**src/rtl/disk_datapath_defines.vh**
```
// constants for the cartridge disk controller datapath
// Contract
// - csr bit 00 reads drive ready
// - seek command waits for drive ready
// - sequencer step stalls while drive not ready
// - csr bit 14 reads drive error
// - sector pulse clears, gates, resets, counts
// - sixteen status bits shifted into silo
// - csr 15:10 and 00 read-only live
// - address bits 17:16 via csr 05:04
// - address register bits 15:01, bit 00 unused
// - each transfer drives address then increments
// - disk address readable, writable, bits 15:02 serialized out
// - disk address compared against read header
// - disk address increments at sector end
// - word count load, increment, overflow done
// - word counter never readable by cpu
// - 16x16 silo feeds cpu and memory
// - memory words serialized toward drive
// - silo input selects data or status
// - write check mismatch sets error flags
// - crc appended on write, checked on read
// - command sixteen bits, marker, function bit
// - command bit 03 clears drive errors
// - drive select lines from csr 09:08
`ifndef DISK_DATAPATH_DEFINES_VH
`define DISK_DATAPATH_DEFINES_VH

// register select indices
`define REG_CONTROL_STATUS 2'h0
`define REG_MEMORY_ADDRESS 2'h1
`define REG_DISK_ADDRESS 2'h2
`define REG_MULTIPURPOSE 2'h3

// control_status fields
`define CSR_DRIVE_READY 0
`define CSR_FUNC_LO 1
`define CSR_FUNC_HI 3
`define CSR_ADDR_LO 4
`define CSR_ADDR_HI 5
`define CSR_SEL_LO 8
`define CSR_SEL_HI 9
`define CSR_HDR_ERR 10
`define CSR_CRC_ERR 11
`define CSR_DRIVE_ERR 14
`define CSR_COMPOSITE 15

// reset values
`define CSR_RESET 16'h0000
`define ADDR_RESET 18'h0_0000
`define MEM_ADDR_RESET 17'h0_0000
`define DISK_ADDR_RESET 16'h0000
`define WORD_COUNT_RESET 16'h0000
`define CRC_INIT 16'h0000
`define CRC_POLY 16'h8005

// drive command fields
`define CMD_MARKER 0
`define CMD_FUNCTION 1
`define CMD_RESET_ERR 3

// timing: drive system clock rate against core clock
`define CORE_CLK_KHZ 100000
`define SYS_CLK_KHZ 4100
`define SYS_BIT_CYCLES (`CORE_CLK_KHZ / `SYS_CLK_KHZ)
`define SECTOR_PULSE_US 48
`define SECTOR_PERIOD_US 625

`endif

```
**src/rtl/silo16.v**
```verilog
// sixteen word by sixteen bit silo buffer
`timescale 1ns/1ps
`default_nettype none
`include "disk_datapath_defines.vh"
module silo16 (
	input wire core_clk,
	input wire rst_n,
	input wire push,
	input wire [15:0] push_data,
	input wire pop,
	output wire [15:0] out_data,
	output wire empty,
	output wire full
);
	reg [15:0] mem_q [0:15];
	reg [3:0] wp_q;
	reg [3:0] rp_q;
	reg [4:0] cnt_q;
	wire do_push;
	wire do_pop;

	assign empty = (cnt_q == 5'h00);
	assign full = cnt_q[4];
	assign do_push = push & ~full;
	assign do_pop = pop & ~empty;
	assign out_data = mem_q[rp_q];

	genvar i;
	generate
		for (i = 0; i < 16; i = i + 1) begin : g_entry
			always @(posedge core_clk or negedge rst_n) begin
				if (!rst_n) begin
					mem_q[i] <= 16'h0000;
				end else if (do_push && wp_q == i) begin
					mem_q[i] <= push_data;
				end
			end
		end
	endgenerate

	always @(posedge core_clk or negedge rst_n) begin
		if (!rst_n) begin
			wp_q <= 4'h0;
			rp_q <= 4'h0;
			cnt_q <= 5'h00;
		end else begin
			if (do_push) begin
				wp_q <= wp_q + 4'h1;
			end
			if (do_pop) begin
				rp_q <= rp_q + 4'h1;
			end
			if (do_push && !do_pop) begin
				cnt_q <= cnt_q + 5'h01;
			end else if (do_pop && !do_push) begin
				cnt_q <= cnt_q - 5'h01;
			end
		end
	end
endmodule
`default_nettype wire

```
**src/rtl/crc16_serial.v**
```verilog
// bit-serial crc generator and checker
`timescale 1ns/1ps
`default_nettype none
`include "disk_datapath_defines.vh"
module crc16_serial #(
	parameter [15:0] POLY = `CRC_POLY
) (
	input wire core_clk,
	input wire rst_n,
	input wire clear,
	input wire enable,
	input wire data_bit,
	output reg [15:0] crc_q
);
	wire fb;

	assign fb = data_bit ^ crc_q[15];

	// same shift for write and read
	always @(posedge core_clk or negedge rst_n) begin
		if (!rst_n) begin
			crc_q <= `CRC_INIT;
		end else if (clear) begin
			crc_q <= `CRC_INIT;
		end else if (enable) begin
			crc_q <= {crc_q[14:0], 1'b0} ^ (fb ? POLY : 16'h0000);
		end
	end
endmodule
`default_nettype wire

```
**src/rtl/disk_controller_datapath.v**
```verilog
// controller-side datapath of the cartridge disk controller
`timescale 1ns/1ps
`default_nettype none
`include "disk_datapath_defines.vh"
module disk_controller_datapath (
	input wire core_clk,
	input wire rst_n,
	input wire [1:0] cpu_sel,
	input wire cpu_wr,
	input wire cpu_rd,
	input wire [15:0] cpu_wdata,
	output reg [15:0] cpu_rdata,
	input wire dmt_ack,
	input wire dmt_to_mem,
	input wire [15:0] dmt_wdata,
	output wire [15:0] dmt_rdata,
	output reg [17:0] dmt_addr,
	output reg transfer_count_done,
	output wire [2:0] function_code,
	input wire pc_step_req,
	output wire pc_step,
	input wire cmd_start,
	input wire cmd_is_seek,
	input wire status_mode,
	input wire read_mode,
	input wire write_mode,
	input wire wcheck_mode,
	input wire hdr_check,
	input wire crc_append,
	input wire crc_check,
	input wire sector_end,
	input wire clr_errors,
	input wire drive_ready_line,
	input wire drive_error_line,
	input wire sector_start_pulse,
	input wire status_clk,
	input wire status_data,
	input wire separator_clock,
	input wire separator_data,
	output wire [1:0] drive_select_lines,
	output reg drive_command_line,
	output reg write_data_line,
	output wire cmd_busy,
	output wire silo_full,
	output reg [7:0] sector_count,
	output reg [7:0] format_word_count
);
	localparam [31:0] BIT_CYCLES = `SYS_BIT_CYCLES;

	// ************************************************
	// drive input synchronisers
	// ************************************************
	wire [6:0] pins;
	reg [6:0] meta_q;
	reg [6:0] sync_q;
	reg [6:0] prev_q;
	assign pins = {separator_data, separator_clock, status_data, status_clk,
		sector_start_pulse, drive_error_line, drive_ready_line};
	always @(posedge core_clk or negedge rst_n) begin
		if (!rst_n) begin
			meta_q <= 7'h00;
			sync_q <= 7'h00;
			prev_q <= 7'h00;
		end else begin
			meta_q <= pins;
			sync_q <= meta_q;
			prev_q <= sync_q;
		end
	end
	wire drv_ready = sync_q[0];
	wire drv_error = sync_q[1];
	wire sec_level = sync_q[2];
	wire sec_rise = sync_q[2] & ~prev_q[2];
	wire stat_rise = sync_q[3] & ~prev_q[3];
	wire stat_bit = sync_q[4];
	wire sep_rise = sync_q[5] & ~prev_q[5];
	wire sep_bit = sync_q[6];

	// ************************************************
	// registers
	// ************************************************
	reg [15:0] csr_q;
	reg [17:1] addr_q;
	reg [15:0] disk_addr_q;
	reg [15:0] word_count_q;
	reg hdr_err_q;
	reg crc_err_q;
	reg wc_err_q;
	wire [15:0] silo_out;
	wire silo_empty;
	wire [15:0] crc_val;
	wire wr_csr = cpu_wr && cpu_sel == `REG_CONTROL_STATUS;
	wire wr_addr = cpu_wr && cpu_sel == `REG_MEMORY_ADDRESS;
	wire wr_disk = cpu_wr && cpu_sel == `REG_DISK_ADDRESS;
	wire wr_mpr = cpu_wr && cpu_sel == `REG_MULTIPURPOSE;
	wire rd_mpr = cpu_rd && cpu_sel == `REG_MULTIPURPOSE;
	wire [15:0] csr_view;

	assign csr_view = {(hdr_err_q | crc_err_q | drv_error), drv_error, 2'b00,
		crc_err_q, hdr_err_q, csr_q[9:6], addr_q[17:16], csr_q[3:1], drv_ready};
	assign drive_select_lines = csr_q[`CSR_SEL_HI:`CSR_SEL_LO];
	assign function_code = csr_q[`CSR_FUNC_HI:`CSR_FUNC_LO];
	// step held off while not ready or in sector pulse
	assign pc_step = pc_step_req & drv_ready & ~sec_level;

	always @(posedge core_clk or negedge rst_n) begin
		if (!rst_n) begin
			csr_q <= `CSR_RESET;
			addr_q <= `MEM_ADDR_RESET;
			disk_addr_q <= `DISK_ADDR_RESET;
			word_count_q <= `WORD_COUNT_RESET;
			transfer_count_done <= 1'b0;
			dmt_addr <= `ADDR_RESET;
		end else begin
			if (wr_csr) begin
				csr_q[9:6] <= cpu_wdata[9:6];
				csr_q[3:1] <= cpu_wdata[3:1];
			end
			if (dmt_ack) begin
				dmt_addr <= {addr_q, 1'b0};
				addr_q <= addr_q + 17'h0_0001;
			end else begin
				if (wr_addr) begin
					addr_q[15:1] <= cpu_wdata[15:1];
				end
				if (wr_csr) begin
					addr_q[17:16] <= cpu_wdata[`CSR_ADDR_HI:`CSR_ADDR_LO];
				end
			end
			// disk address access and sector step
			if (wr_disk) begin
				disk_addr_q <= cpu_wdata;
			end else if (sector_end) begin
				disk_addr_q <= disk_addr_q + 16'h0001;
			end
			if (wr_mpr) begin
				word_count_q <= cpu_wdata;
				transfer_count_done <= 1'b0;
			end else if (dmt_ack) begin
				word_count_q <= word_count_q + 16'h0001;
				if (word_count_q == 16'hFFFF) begin
					transfer_count_done <= 1'b1;
				end
			end
		end
	end

	// word counter absent from read mux
	always @(posedge core_clk or negedge rst_n) begin
		if (!rst_n) begin
			cpu_rdata <= 16'h0000;
		end else if (cpu_rd) begin
			case (cpu_sel)
				`REG_CONTROL_STATUS: cpu_rdata <= csr_view;
				`REG_MEMORY_ADDRESS: cpu_rdata <= {addr_q[15:1], 1'b0};
				`REG_DISK_ADDRESS: cpu_rdata <= disk_addr_q;
				default: cpu_rdata <= silo_out;
			endcase
		end
	end

	// ************************************************
	// drive system clock bit timer
	// ************************************************
	reg [4:0] tmr_q;
	wire bit_tick = (tmr_q == BIT_CYCLES[4:0] - 5'h01);
	always @(posedge core_clk or negedge rst_n) begin
		if (!rst_n) begin
			tmr_q <= 5'h00;
		end else begin
			tmr_q <= bit_tick ? 5'h00 : tmr_q + 5'h01;
		end
	end

	// ************************************************
	// drive command serializer
	// ************************************************
	reg [15:0] cmd_sh_q;
	reg [4:0] cmd_cnt_q;
	reg cmd_pend_q;
	reg cmd_seek_q;
	assign cmd_busy = cmd_pend_q | (cmd_cnt_q != 5'h00);
	always @(posedge core_clk or negedge rst_n) begin
		if (!rst_n) begin
			cmd_sh_q <= 16'h0000;
			cmd_cnt_q <= 5'h00;
			cmd_pend_q <= 1'b0;
			cmd_seek_q <= 1'b0;
			drive_command_line <= 1'b0;
		end else begin
			if (cmd_start && !cmd_busy) begin
				cmd_pend_q <= 1'b1;
				cmd_seek_q <= cmd_is_seek;
			end
			// seek waits for ready; marker, function, reset bit
			if (cmd_pend_q && bit_tick && (drv_ready || !cmd_seek_q)) begin
				cmd_pend_q <= 1'b0;
				cmd_sh_q <= {disk_addr_q[15:2], ~cmd_seek_q, 1'b1};
				cmd_cnt_q <= 5'h10;
			end else if (bit_tick && cmd_cnt_q != 5'h00) begin
				drive_command_line <= cmd_sh_q[0];
				cmd_sh_q <= {1'b0, cmd_sh_q[15:1]};
				cmd_cnt_q <= cmd_cnt_q - 5'h01;
			end else if (bit_tick) begin
				drive_command_line <= 1'b0;
			end
		end
	end

	// ************************************************
	// silo input select and deserializer
	// ************************************************
	// status or separated data source
	wire in_stb = status_mode ? stat_rise : (sep_rise & (read_mode | hdr_check));
	wire in_bit = status_mode ? stat_bit : sep_bit;
	reg [15:0] rx_sh_q;
	reg [3:0] rx_cnt_q;
	reg rx_push;
	wire [15:0] rx_word = {in_bit, rx_sh_q[15:1]};
	always @(posedge core_clk or negedge rst_n) begin
		if (!rst_n) begin
			rx_sh_q <= 16'h0000;
			rx_cnt_q <= 4'h0;
		end else if (sec_rise && !status_mode) begin
			rx_cnt_q <= 4'h0;
		end else if (in_stb) begin
			rx_sh_q <= rx_word;
			rx_cnt_q <= rx_cnt_q + 4'h1;
		end
	end
	always @* begin
		rx_push = in_stb && rx_cnt_q == 4'hF;
	end

	// ************************************************
	// write serializer, write check and header compare
	// ************************************************
	reg [15:0] wr_sh_q;
	reg [4:0] wr_cnt_q;
	reg appending_q;
	reg [3:0] hdr_idx_q;
	wire wr_step = write_mode ? bit_tick : (wcheck_mode & sep_rise);
	wire wr_load = wr_step && wr_cnt_q == 5'h00 && !silo_empty && !appending_q;
	wire cpu_pop = rd_mpr;
	wire dmt_pop = dmt_ack & dmt_to_mem;
	wire dmt_push = dmt_ack & ~dmt_to_mem;
	always @(posedge core_clk or negedge rst_n) begin
		if (!rst_n) begin
			wr_sh_q <= 16'h0000;
			wr_cnt_q <= 5'h00;
			appending_q <= 1'b0;
			write_data_line <= 1'b0;
		end else if (sec_rise) begin
			wr_sh_q <= 16'h0000;
			wr_cnt_q <= 5'h00;
			appending_q <= 1'b0;
		end else if (crc_append && write_mode) begin
			wr_sh_q <= crc_val;
			wr_cnt_q <= 5'h10;
			appending_q <= 1'b1;
		end else if (wr_load) begin
			wr_sh_q <= silo_out;
			wr_cnt_q <= 5'h10;
		end else if (wr_step && wr_cnt_q != 5'h00) begin
			write_data_line <= wr_sh_q[15];
			wr_sh_q <= {wr_sh_q[14:0], 1'b0};
			wr_cnt_q <= wr_cnt_q - 5'h01;
			if (wr_cnt_q == 5'h01) begin
				appending_q <= 1'b0;
			end
		end
	end

	wire crc_en_wr = write_mode & wr_step & (wr_cnt_q != 5'h00) & ~appending_q;
	wire crc_en_rd = read_mode & sep_rise;
	wire wc_miss = wcheck_mode & sep_rise & (wr_cnt_q != 5'h00) & (wr_sh_q[15] ^ sep_bit);
	wire hdr_miss = hdr_check & sep_rise & (disk_addr_q[hdr_idx_q] ^ sep_bit);

	always @(posedge core_clk or negedge rst_n) begin
		if (!rst_n) begin
			hdr_err_q <= 1'b0;
			crc_err_q <= 1'b0;
			wc_err_q <= 1'b0;
			hdr_idx_q <= 4'h0;
		end else begin
			if (sec_rise) begin
				hdr_idx_q <= 4'h0;
			end else if (hdr_check && sep_rise) begin
				hdr_idx_q <= hdr_idx_q + 4'h1;
			end
			if (hdr_miss) begin
				hdr_err_q <= 1'b1;
			end else if (sec_rise || clr_errors) begin
				hdr_err_q <= 1'b0;
			end
			// mismatch sets write check and crc error
			if (wc_miss) begin
				wc_err_q <= 1'b1;
			end else if (clr_errors) begin
				wc_err_q <= 1'b0;
			end
			if (wc_miss || wc_err_q || (crc_check && crc_val != 16'h0000)) begin
				crc_err_q <= 1'b1;
			end else if (clr_errors) begin
				crc_err_q <= 1'b0;
			end
		end
	end

	// ************************************************
	// sector and format word counters
	// ************************************************
	always @(posedge core_clk or negedge rst_n) begin
		if (!rst_n) begin
			sector_count <= 8'h00;
			format_word_count <= 8'h00;
		end else if (sec_rise) begin
			sector_count <= sector_count + 8'h01;
			format_word_count <= 8'h00;
		end else if (rx_push || wr_load) begin
			format_word_count <= format_word_count + 8'h01;
		end
	end

	// ************************************************
	// silo and crc
	// ************************************************
	// silo feeds cpu reads and memory transfers
	silo16 u_silo (
		.core_clk(core_clk),
		.rst_n(rst_n),
		.push(rx_push | dmt_push),
		.push_data(rx_push ? rx_word : dmt_wdata),
		.pop(cpu_pop | dmt_pop | wr_load),
		.out_data(silo_out),
		.empty(silo_empty),
		.full(silo_full)
	);
	assign dmt_rdata = silo_out;

	crc16_serial #(
		.POLY(`CRC_POLY)
	) u_crc (
		.core_clk(core_clk),
		.rst_n(rst_n),
		.clear(sec_rise),
		.enable(crc_en_wr | crc_en_rd),
		.data_bit(crc_en_wr ? wr_sh_q[15] : sep_bit),
		.crc_q(crc_val)
	);
endmodule
`default_nettype wire

```
**config.mk**
```make
export PLATFORM = sky130hd
export DESIGN_NAME = disk_controller_datapath
export DESIGN_NICKNAME = d
export VERILOG_FILES = /design/src/rtl/silo16.v /design/src/rtl/crc16_serial.v /design/src/rtl/disk_controller_datapath.v
export VERILOG_INCLUDE_DIRS = /design/src /design/src/rtl
export SDC_FILE = /design/constraint.sdc
export NUM_CORES = 1
export LEC_CHECK = 0
export ABC_AREA = 1
export BUFFER_PORTS_ARGS = -buffer_cell sky130_fd_sc_hd__buf_2
export CELL_PAD_IN_SITES_DETAIL_PLACEMENT = 2
export CELL_PAD_IN_SITES_GLOBAL_PLACEMENT = 2
export CORE_ASPECT_RATIO = 0.6
export CORE_MARGIN = 2
export CORE_UTILIZATION = 37
export CTS_CLUSTER_DIAMETER = 120
export CTS_CLUSTER_SIZE = 16
export DETAILED_ROUTE_END_ITERATION = 8
export GPL_TIMING_DRIVEN = 0
export PLACE_DENSITY = 0.89
export REMOVE_ABC_BUFFERS = 1
export SLEW_MARGIN = 5
export SYNTH_ARGS = -nofsm -noshare
export SYNTH_HDL_FRONTEND = slang
export SYNTH_HIERARCHICAL = 1
export SYNTH_SLANG_ARGS = --single-unit
```
**constraint.sdc**
```tcl
create_clock -name core_clk -period 4 [get_ports core_clk]
set_input_delay 0.2 -clock core_clk [delete_from_list [all_inputs] [get_ports core_clk]]
set_output_delay 0.2 -clock core_clk [all_outputs]
set_load 0.05 [all_outputs]
```
# == Word-level counts from Yosys, hierarchy flattened ==
# Cells that the tools add are included.
# word_totals
input_bits,59
output_inout_bits,77
word_cells,273
reg_bits,490
# classes
n_eq_ne,23
muxes,59
order_cmp,2
reduce_logical,79
bitwise_logic,46
add_sub_neg,14
# ops
op,count
two-way mux 16 bit,16
binary-select mux 16 bit (select 4 bit),1
case mux 16 bit (3 select lines),1
two-way mux 5 bit,9
equality test 4 bit (second input constant),9
logical AND 1 bit,36
adder 16 x 1 -> 16 bit (second input constant),2
nonzero test 2 bit,16
two-way mux 1 bit,22
AND 1 bit,19
adder 17 x 1 -> 17 bit (second input constant),1
two-way mux 17 bit,1
adder 4 x 1 -> 4 bit (second input constant),4
adder 8 x 1 -> 8 bit (second input constant),2
equality test 16 bit (second input constant),1
equality test 4 x 3 -> 1 bit (second input constant),4
two-way mux 4 bit,4
two-way mux 8 bit,2
nonzero test 16 bit,1
XOR 16 bit,1
two-way mux 15 bit,1
subtractor 5 x 1 -> 5 bit (second input constant),3
inverter 1 bit,14
adder 5 x 1 -> 5 bit (second input constant),2
25 further kinds,51

# == Depth between registers and ports, before layout ==
# depth
word_depth,13
ltp_mapped,21
mapped_depth_nobuf,19

# == Modules after synthesis ==
# Netlist, hierarchy kept.
# modules_own_cells
module,seq_area_each_um2,n_inst,area_per_inst_um2,cells_per_inst
silo16,6731.5,1,12928.6,1705
disk_controller_datapath,5029.8,1,10550.1,1334
crc16_serial,400.4,1,723.2,69

# == Worst setup path before layout ==
# Ideal clock, no wire load.
# synth_timing
path_type,register -> register
startpoint,register u_silo.cnt_q[4]
endpoint,register u_silo.cnt_q[4]
synth_period_minus_slack_ns,3.188
n_path_buf,2
path_stages_with_launch,19
t_required_ns,3.882
setup_slack_ns,0.812
t_arrival_ns,3.070
setup_ns,0.118
path_cell_list,dfrtp_1 > inv_2 > nand4_1 > inv_1 > or2_2 > nor2_8 > nand2_2 > buf_6 > buf_6 > nand3_1 > nand2_1 > ha_1 > inv_1 > ha_1 > or2_2 > nand3_1 > nand2_1 > nand2_1 > nand2_1
# synth_between
elab_chain_cells,9
word_cells_on_any_way,18
classes_between,add/sub: 2; mux: 2; bitwise: 5; reduce/logical: 9
# synth_lines
item,line,text
"start, declared",silo16.v:18,reg [4:0] cnt_q;
"start signal, assigned",silo16.v:54,cnt_q <= cnt_q + 5'h01;
"start signal, assigned",silo16.v:56,cnt_q <= cnt_q - 5'h01;
zero test 5 bit (*),silo16.v:22,assign empty = (cnt_q == 5'h00);
via silo_empty,disk_controller_datapath.v:90,wire silo_empty;
zero test 1 bit,disk_controller_datapath.v:243,wire wr_load = wr_step && wr_cnt_q == 5'h00 && !silo_empty && !appending_q;
logical AND 1 bit (2 in series),disk_controller_datapath.v:243,
OR 1 bit,disk_controller_datapath.v:334,".pop(cpu_pop | dmt_pop | wr_load),"
AND 1 bit (*),silo16.v:25,assign do_pop = pop & ~empty;
zero test 1 bit,silo16.v:53,if (do_push && !do_pop) begin
logical AND 1 bit,silo16.v:53,
two-way mux 5 bit or nonzero test 2 bit (tied branches),--,
# Mark *: on every way through the listed nets, which the timed path passes. The rest lies on a longest branch. The select of a mux whose other input is x is not followed.
# A chain may end at the register's enable or synchronous reset.

# == Worst setup path in the final report ==
# layout_timing
startpoint,register prev_q[5]
endpoint,register u_silo/mem_q[252] (netlist bit)
# layout_between
elab_chain_cells,8
word_cells_on_any_way,9
classes_between,mux: 2; bitwise: 5; reduce/logical: 2
# layout_lines
item,line,text
"start, declared",disk_controller_datapath.v:56,reg [6:0] prev_q;
"start signal, assigned",disk_controller_datapath.v:67,prev_q <= sync_q;
inverter 1 bit (*),disk_controller_datapath.v:76,wire sep_rise = sync_q[5] & ~prev_q[5];
AND 1 bit (*),disk_controller_datapath.v:76,
AND 1 bit (*),disk_controller_datapath.v:214,wire in_stb = status_mode ? stat_rise : (sep_rise & (read_mode | hdr_check));
two-way mux 1 bit (*),disk_controller_datapath.v:214,
logical AND 1 bit (*),disk_controller_datapath.v:232,rx_push = in_stb && rx_cnt_q == 4'hF;
OR 1 bit,disk_controller_datapath.v:332,".push(rx_push | dmt_push),"
AND 1 bit,silo16.v:24,assign do_push = push & ~full;
logical AND 1 bit,silo16.v:34,end else if (do_push && wp_q == i) begin
"end signal, assigned by index",silo16.v:35,mem_q[i] <= push_data;
"end, declared",silo16.v:15,reg [15:0] mem_q [0:15];
# Mark *: on every way between the ends. The rest lies on a longest branch, timed or not.

==> impl_metrics.csv <==
group,metric,value,unit
outcome,status,"finished with violations",
outcome,violations,"setup timing",
yosys,ys_types,50,
critical_path,worstSetupEndpointType,"flip-flop",
timing,layout_setup_ws,-353,ps
final_layout,stdcell_area,27000,µm²
hold_path,hp-class,"in2reg",
yosys,ys_async_sr_fraction,100,%
critical_path,criticalPathCategory,"reg2reg",
timing,finalMaxSlewViolations,0,
clock_tree,clk-insertion-delay-late,620,ps
global_route,grt_pass1_vias,26300,
timing,fin_crit_sh,109,%
final_layout,syn_to_final_growth,11.7,%
timing,finalSetupTns,-695,ps
routing,routed_wl,112,mm
routing,wire_per_inst,27.7,µm
power,ir_drop,0.000320,V
yosys,synth_area,24200,µm²
die,ios,136,
timing,setup_viol,8,
critical_path,worstPathMaxFanout,33,
critical_path,r2r-start,"prev_q[5]",
clock_tree,cts_tree,"built",
timing,rsz0062_at_grt,"true",
timing,hold_violations,0,
global_route,antenna_found_initial,11,
yosys,yosysTopAreaCellShare,50.3,%
global_route,grt_overflow,0,
yosys,synth-edff-count,0,
yosys,syn_inst,3108,
yosys,avgSynthCellArea,7.79,µm²
critical_path,r2r_end,"u_silo/mem_q[252]",
clock_tree,clock_sinks,486,
timing,worstMarginPinSlew,1380,ps
placement,dp_hpwl,67.7,mm
die,die_area,67500,µm²
clock_tree,cts_root_buffer,"clkbuf_16",
critical_path,cp-start-kind,"flip-flop",
yosys,synth_xor_area_share,1.63,%
routing,via_per_inst,5.92,
yosys,synth_adder_area_share,1.22,%
clock_tree,clkTransAtPathRegs,110,ps
routing,num_vias,24000,
routing,firstDrtPassIters,5,
placement,io_buffer_count,134,
routing,drc,0,
timing,fin_skew,42.9,ps
timing,min_period,4350,ps
power,powerDensity,779,nW/µm²
yosys,synthSimpleGateAreaFrac,26.5,%
critical_path,crit_end,"u_silo/mem_q[252]",
critical_path,arrival,4780,ps
yosys,ys_ff_latch,486,
global_route,grt_max_degree,113,
critical_path,startpoint,"prev_q[5]",
die,initial_core_util,37.5,%
yosys,synth_top_family_by_area,"simple AND/OR/NAND/NOR gates",
placement,placed_area,25600,µm²
final_layout,drive_gt1_share,8.90,%
critical_path,reg2reg_slack,-350,ps
critical_path,r2r_cells,11,
timing,maxSlewHeadroom,8.06,%
yosys,synth_compound_area_share,11.6,%
yosys,synthTopCellsByArea,"dfrtp_1, nand2_1, o21ai_0",
final_layout,fin_nets,3268,
critical_path,critPathRequiredTime,4430,ps
timing,fmaxAchievable,230,MHz
yosys,synth_mux_area_share,0.140,%
die,die_x,334,µm
clock_tree,cts_buffers,36,
yosys,ys_dominant_reg_cell,"dfrtp_1",
yosys,synth.largest_area_cell,"dfrtp_1",
yosys,yosysWarnings,6,
clock_tree,clock_path_buffers,3,
flow_run,drv_cap,0,
placement,place.gp.congestion,0.879,
hold_path,hold_path_startpoint,"sector_end",
yosys,ys_seq_area_share,50.3,%
die,fp-row-count,72,
final_layout,final_cells,4045,
die,dieHeight,202,µm
die,core,64600,µm²
final_layout,fillers,7278,
global_route,grt_pass1_wl,165,mm
clock_tree,h-tree-depth,2,
power,power_leakage,13.0,nW
routing,dr.first_iter.drc_count,2229,
global_route,grt_use_total,32.1,%
routing,ant_nets,0,
placement,dp.cells,3962,
logic make-up (layout without fill, tap and decap cells):
| group | after synthesis | after routing |
|---|---|---|
| simple gates | 1541 | 1543 |
| buf+inv | 510 | 590 |
| compound gates | 499 | 499 |
| flops | 486 | 486 |
| xor+xnor | 45 | 45 |
| fa+ha+maj | 23 | 23 |
| mux | 3 | 3 |
| other cells | 1 | 5 |
metrics by stage:
step / util, % / setup slack, ps / hold WS, ps / total power (W)
floorplan: - / -1520 / -95.6 / 0.0129
global placement: 39.0 / -7460 / 308 / 0.0153
detailed placement: 39.7 / -274 / 308 / 0.0165
CTS: 41.6 / 33.5 / 10.4 / 0.0203
global route: 41.9 / -438 / 45.6 / 0.0220
finish: 41.9 / -353 / 10.2 / 0.0211
cell type report:
class | count | area, µm² | area share, %
Clock inverter | 3 | 28.8 | 0.106
Multi-Input combinational cell | 2114 | 10000 | 37.1
Clock buffer | 39 | 933 | 3.45
Timing Repair Buffer | 185 | 1420 | 5.25
Inverter | 363 | 1380 | 5.09
Tap cell | 851 | 1060 | 3.94
Antenna cell | 4 | 10.0 | 0.0370
Sequential cell | 486 | 12200 | 45.0
metal layers:
metal	GRT usage (%)	routed length, µm
met3	5.69	8070
met4	14.4	5850
met5	0	29
met1	41.9	46200
met2	52.3	51800
worst max-delay path, stage by stage (launching register included):
cell and delay [ps]:
dfrtp_1 400, inv_1 80, nand2_2 110, nor2_2 290, o21bai_1 130, nand2_1 380, nand2_8 330, o21ai_0 220
nand2_2 130, inv_2 270, nand3_2 850, o21ai_0 940
state kept, by name, summed over array words and instances, names as in the netlist, 7 cells and up:
signal and cells:
format_word_count 8, wr_sh_q 16, word_count_q 16, addr_q 17
sync_q 7, dmt_addr 17, sector_count 8, cmd_sh_q 16
u_silo/mem_q 256, cpu_rdata 16, u_crc/crc_q 16, meta_q 7
rx_sh_q 15, disk_addr_q 16
power breakdown:
part | total, W | leakage [nW] | internal (W) | switching, W
clock network | 0.00372 | 0.473 | 0.00167 | 0.00205
registers | 0.00813 | 5.90 | 0.00661 | 0.00153
logic | 0.00921 | 6.65 | 0.00242 | 0.00679
total | 0.0211 | 13.0 | 0.0107 | 0.0104
cell usage after synthesis, types with 7 or more instances:
master,number
o21ai_0,267
nand2_1,899
buf_1,10
nand3_1,211
clkbuf_1,42
a41oi_1,11
a21oi_1,133
nand4_1,11
inv_1,333
nor2_4,8
xor2_1,39
ha_1,22
buf_2,73
nand3b_1,16
inv_2,10
nor2_2,11
dfrtp_1,486
buf_4,15
o221ai_1,26
o21ai_1,7
o22ai_2,10
nor2_1,325
clkinv_1,20
o211ai_1,12
nand2_2,10
o22ai_1,20
nor3_1,30
how the worst min path moves through the flow:
| stage | cells past startpoint | slack [ps] | endpoint |
|---|---|---|---|
| floorplan | 0 | -100 | addr_q[10] |
| global placement | 1 | 310 | meta_q[1] |
| detailed placement | 1 | 310 | u_silo/mem_q[85] |
| CTS | 3 | 10 | disk_addr_q[9] |
| global route | 3 | 50 | word_count_q[4] |
| finish | 3 | 10 | disk_addr_q[9] |
layout by cell type (no fill, tap or decap), types with 3 or more instances in the layout:
cell / n
xor2_1: 39
nand3_4: 3
nand2_1: 898
o211ai_1: 12
or2_2: 3
nor2_1: 323
inv_2: 14
buf_4: 10
dfrtp_1: 484
buf_2: 133
ha_1: 22
o221ai_1: 26
o21ai_1: 13
clkinv_1: 19
xnor2_1: 6
nor2_2: 6
clkbuf_16: 37
dlygate4sd3_1: 24
o22ai_1: 20
nand3b_1: 16
buf_12: 6
o22ai_2: 10
mux2_2: 3
nand3_2: 6
nor3_1: 30
nand3_1: 207
a21oi_1: 133
buf_16: 11
nor2_4: 17
inv_1: 328
nand2_4: 4
nand2_2: 9
a221oi_1: 3
diode_2: 4
a41oi_1: 11
o21ai_0: 261
nor4_1: 5
nand4_1: 11
what timing repair did:
action                     CTS  global route
hold buffers                24             0
pin swaps                    0             5
gates cloned                 1             1
setup buffers                0            11
hold endpoints to repair   130             0
setup endpoints to repair  107            36
gates resized for setup      8             9
Power figures use the tool's default switching activity.
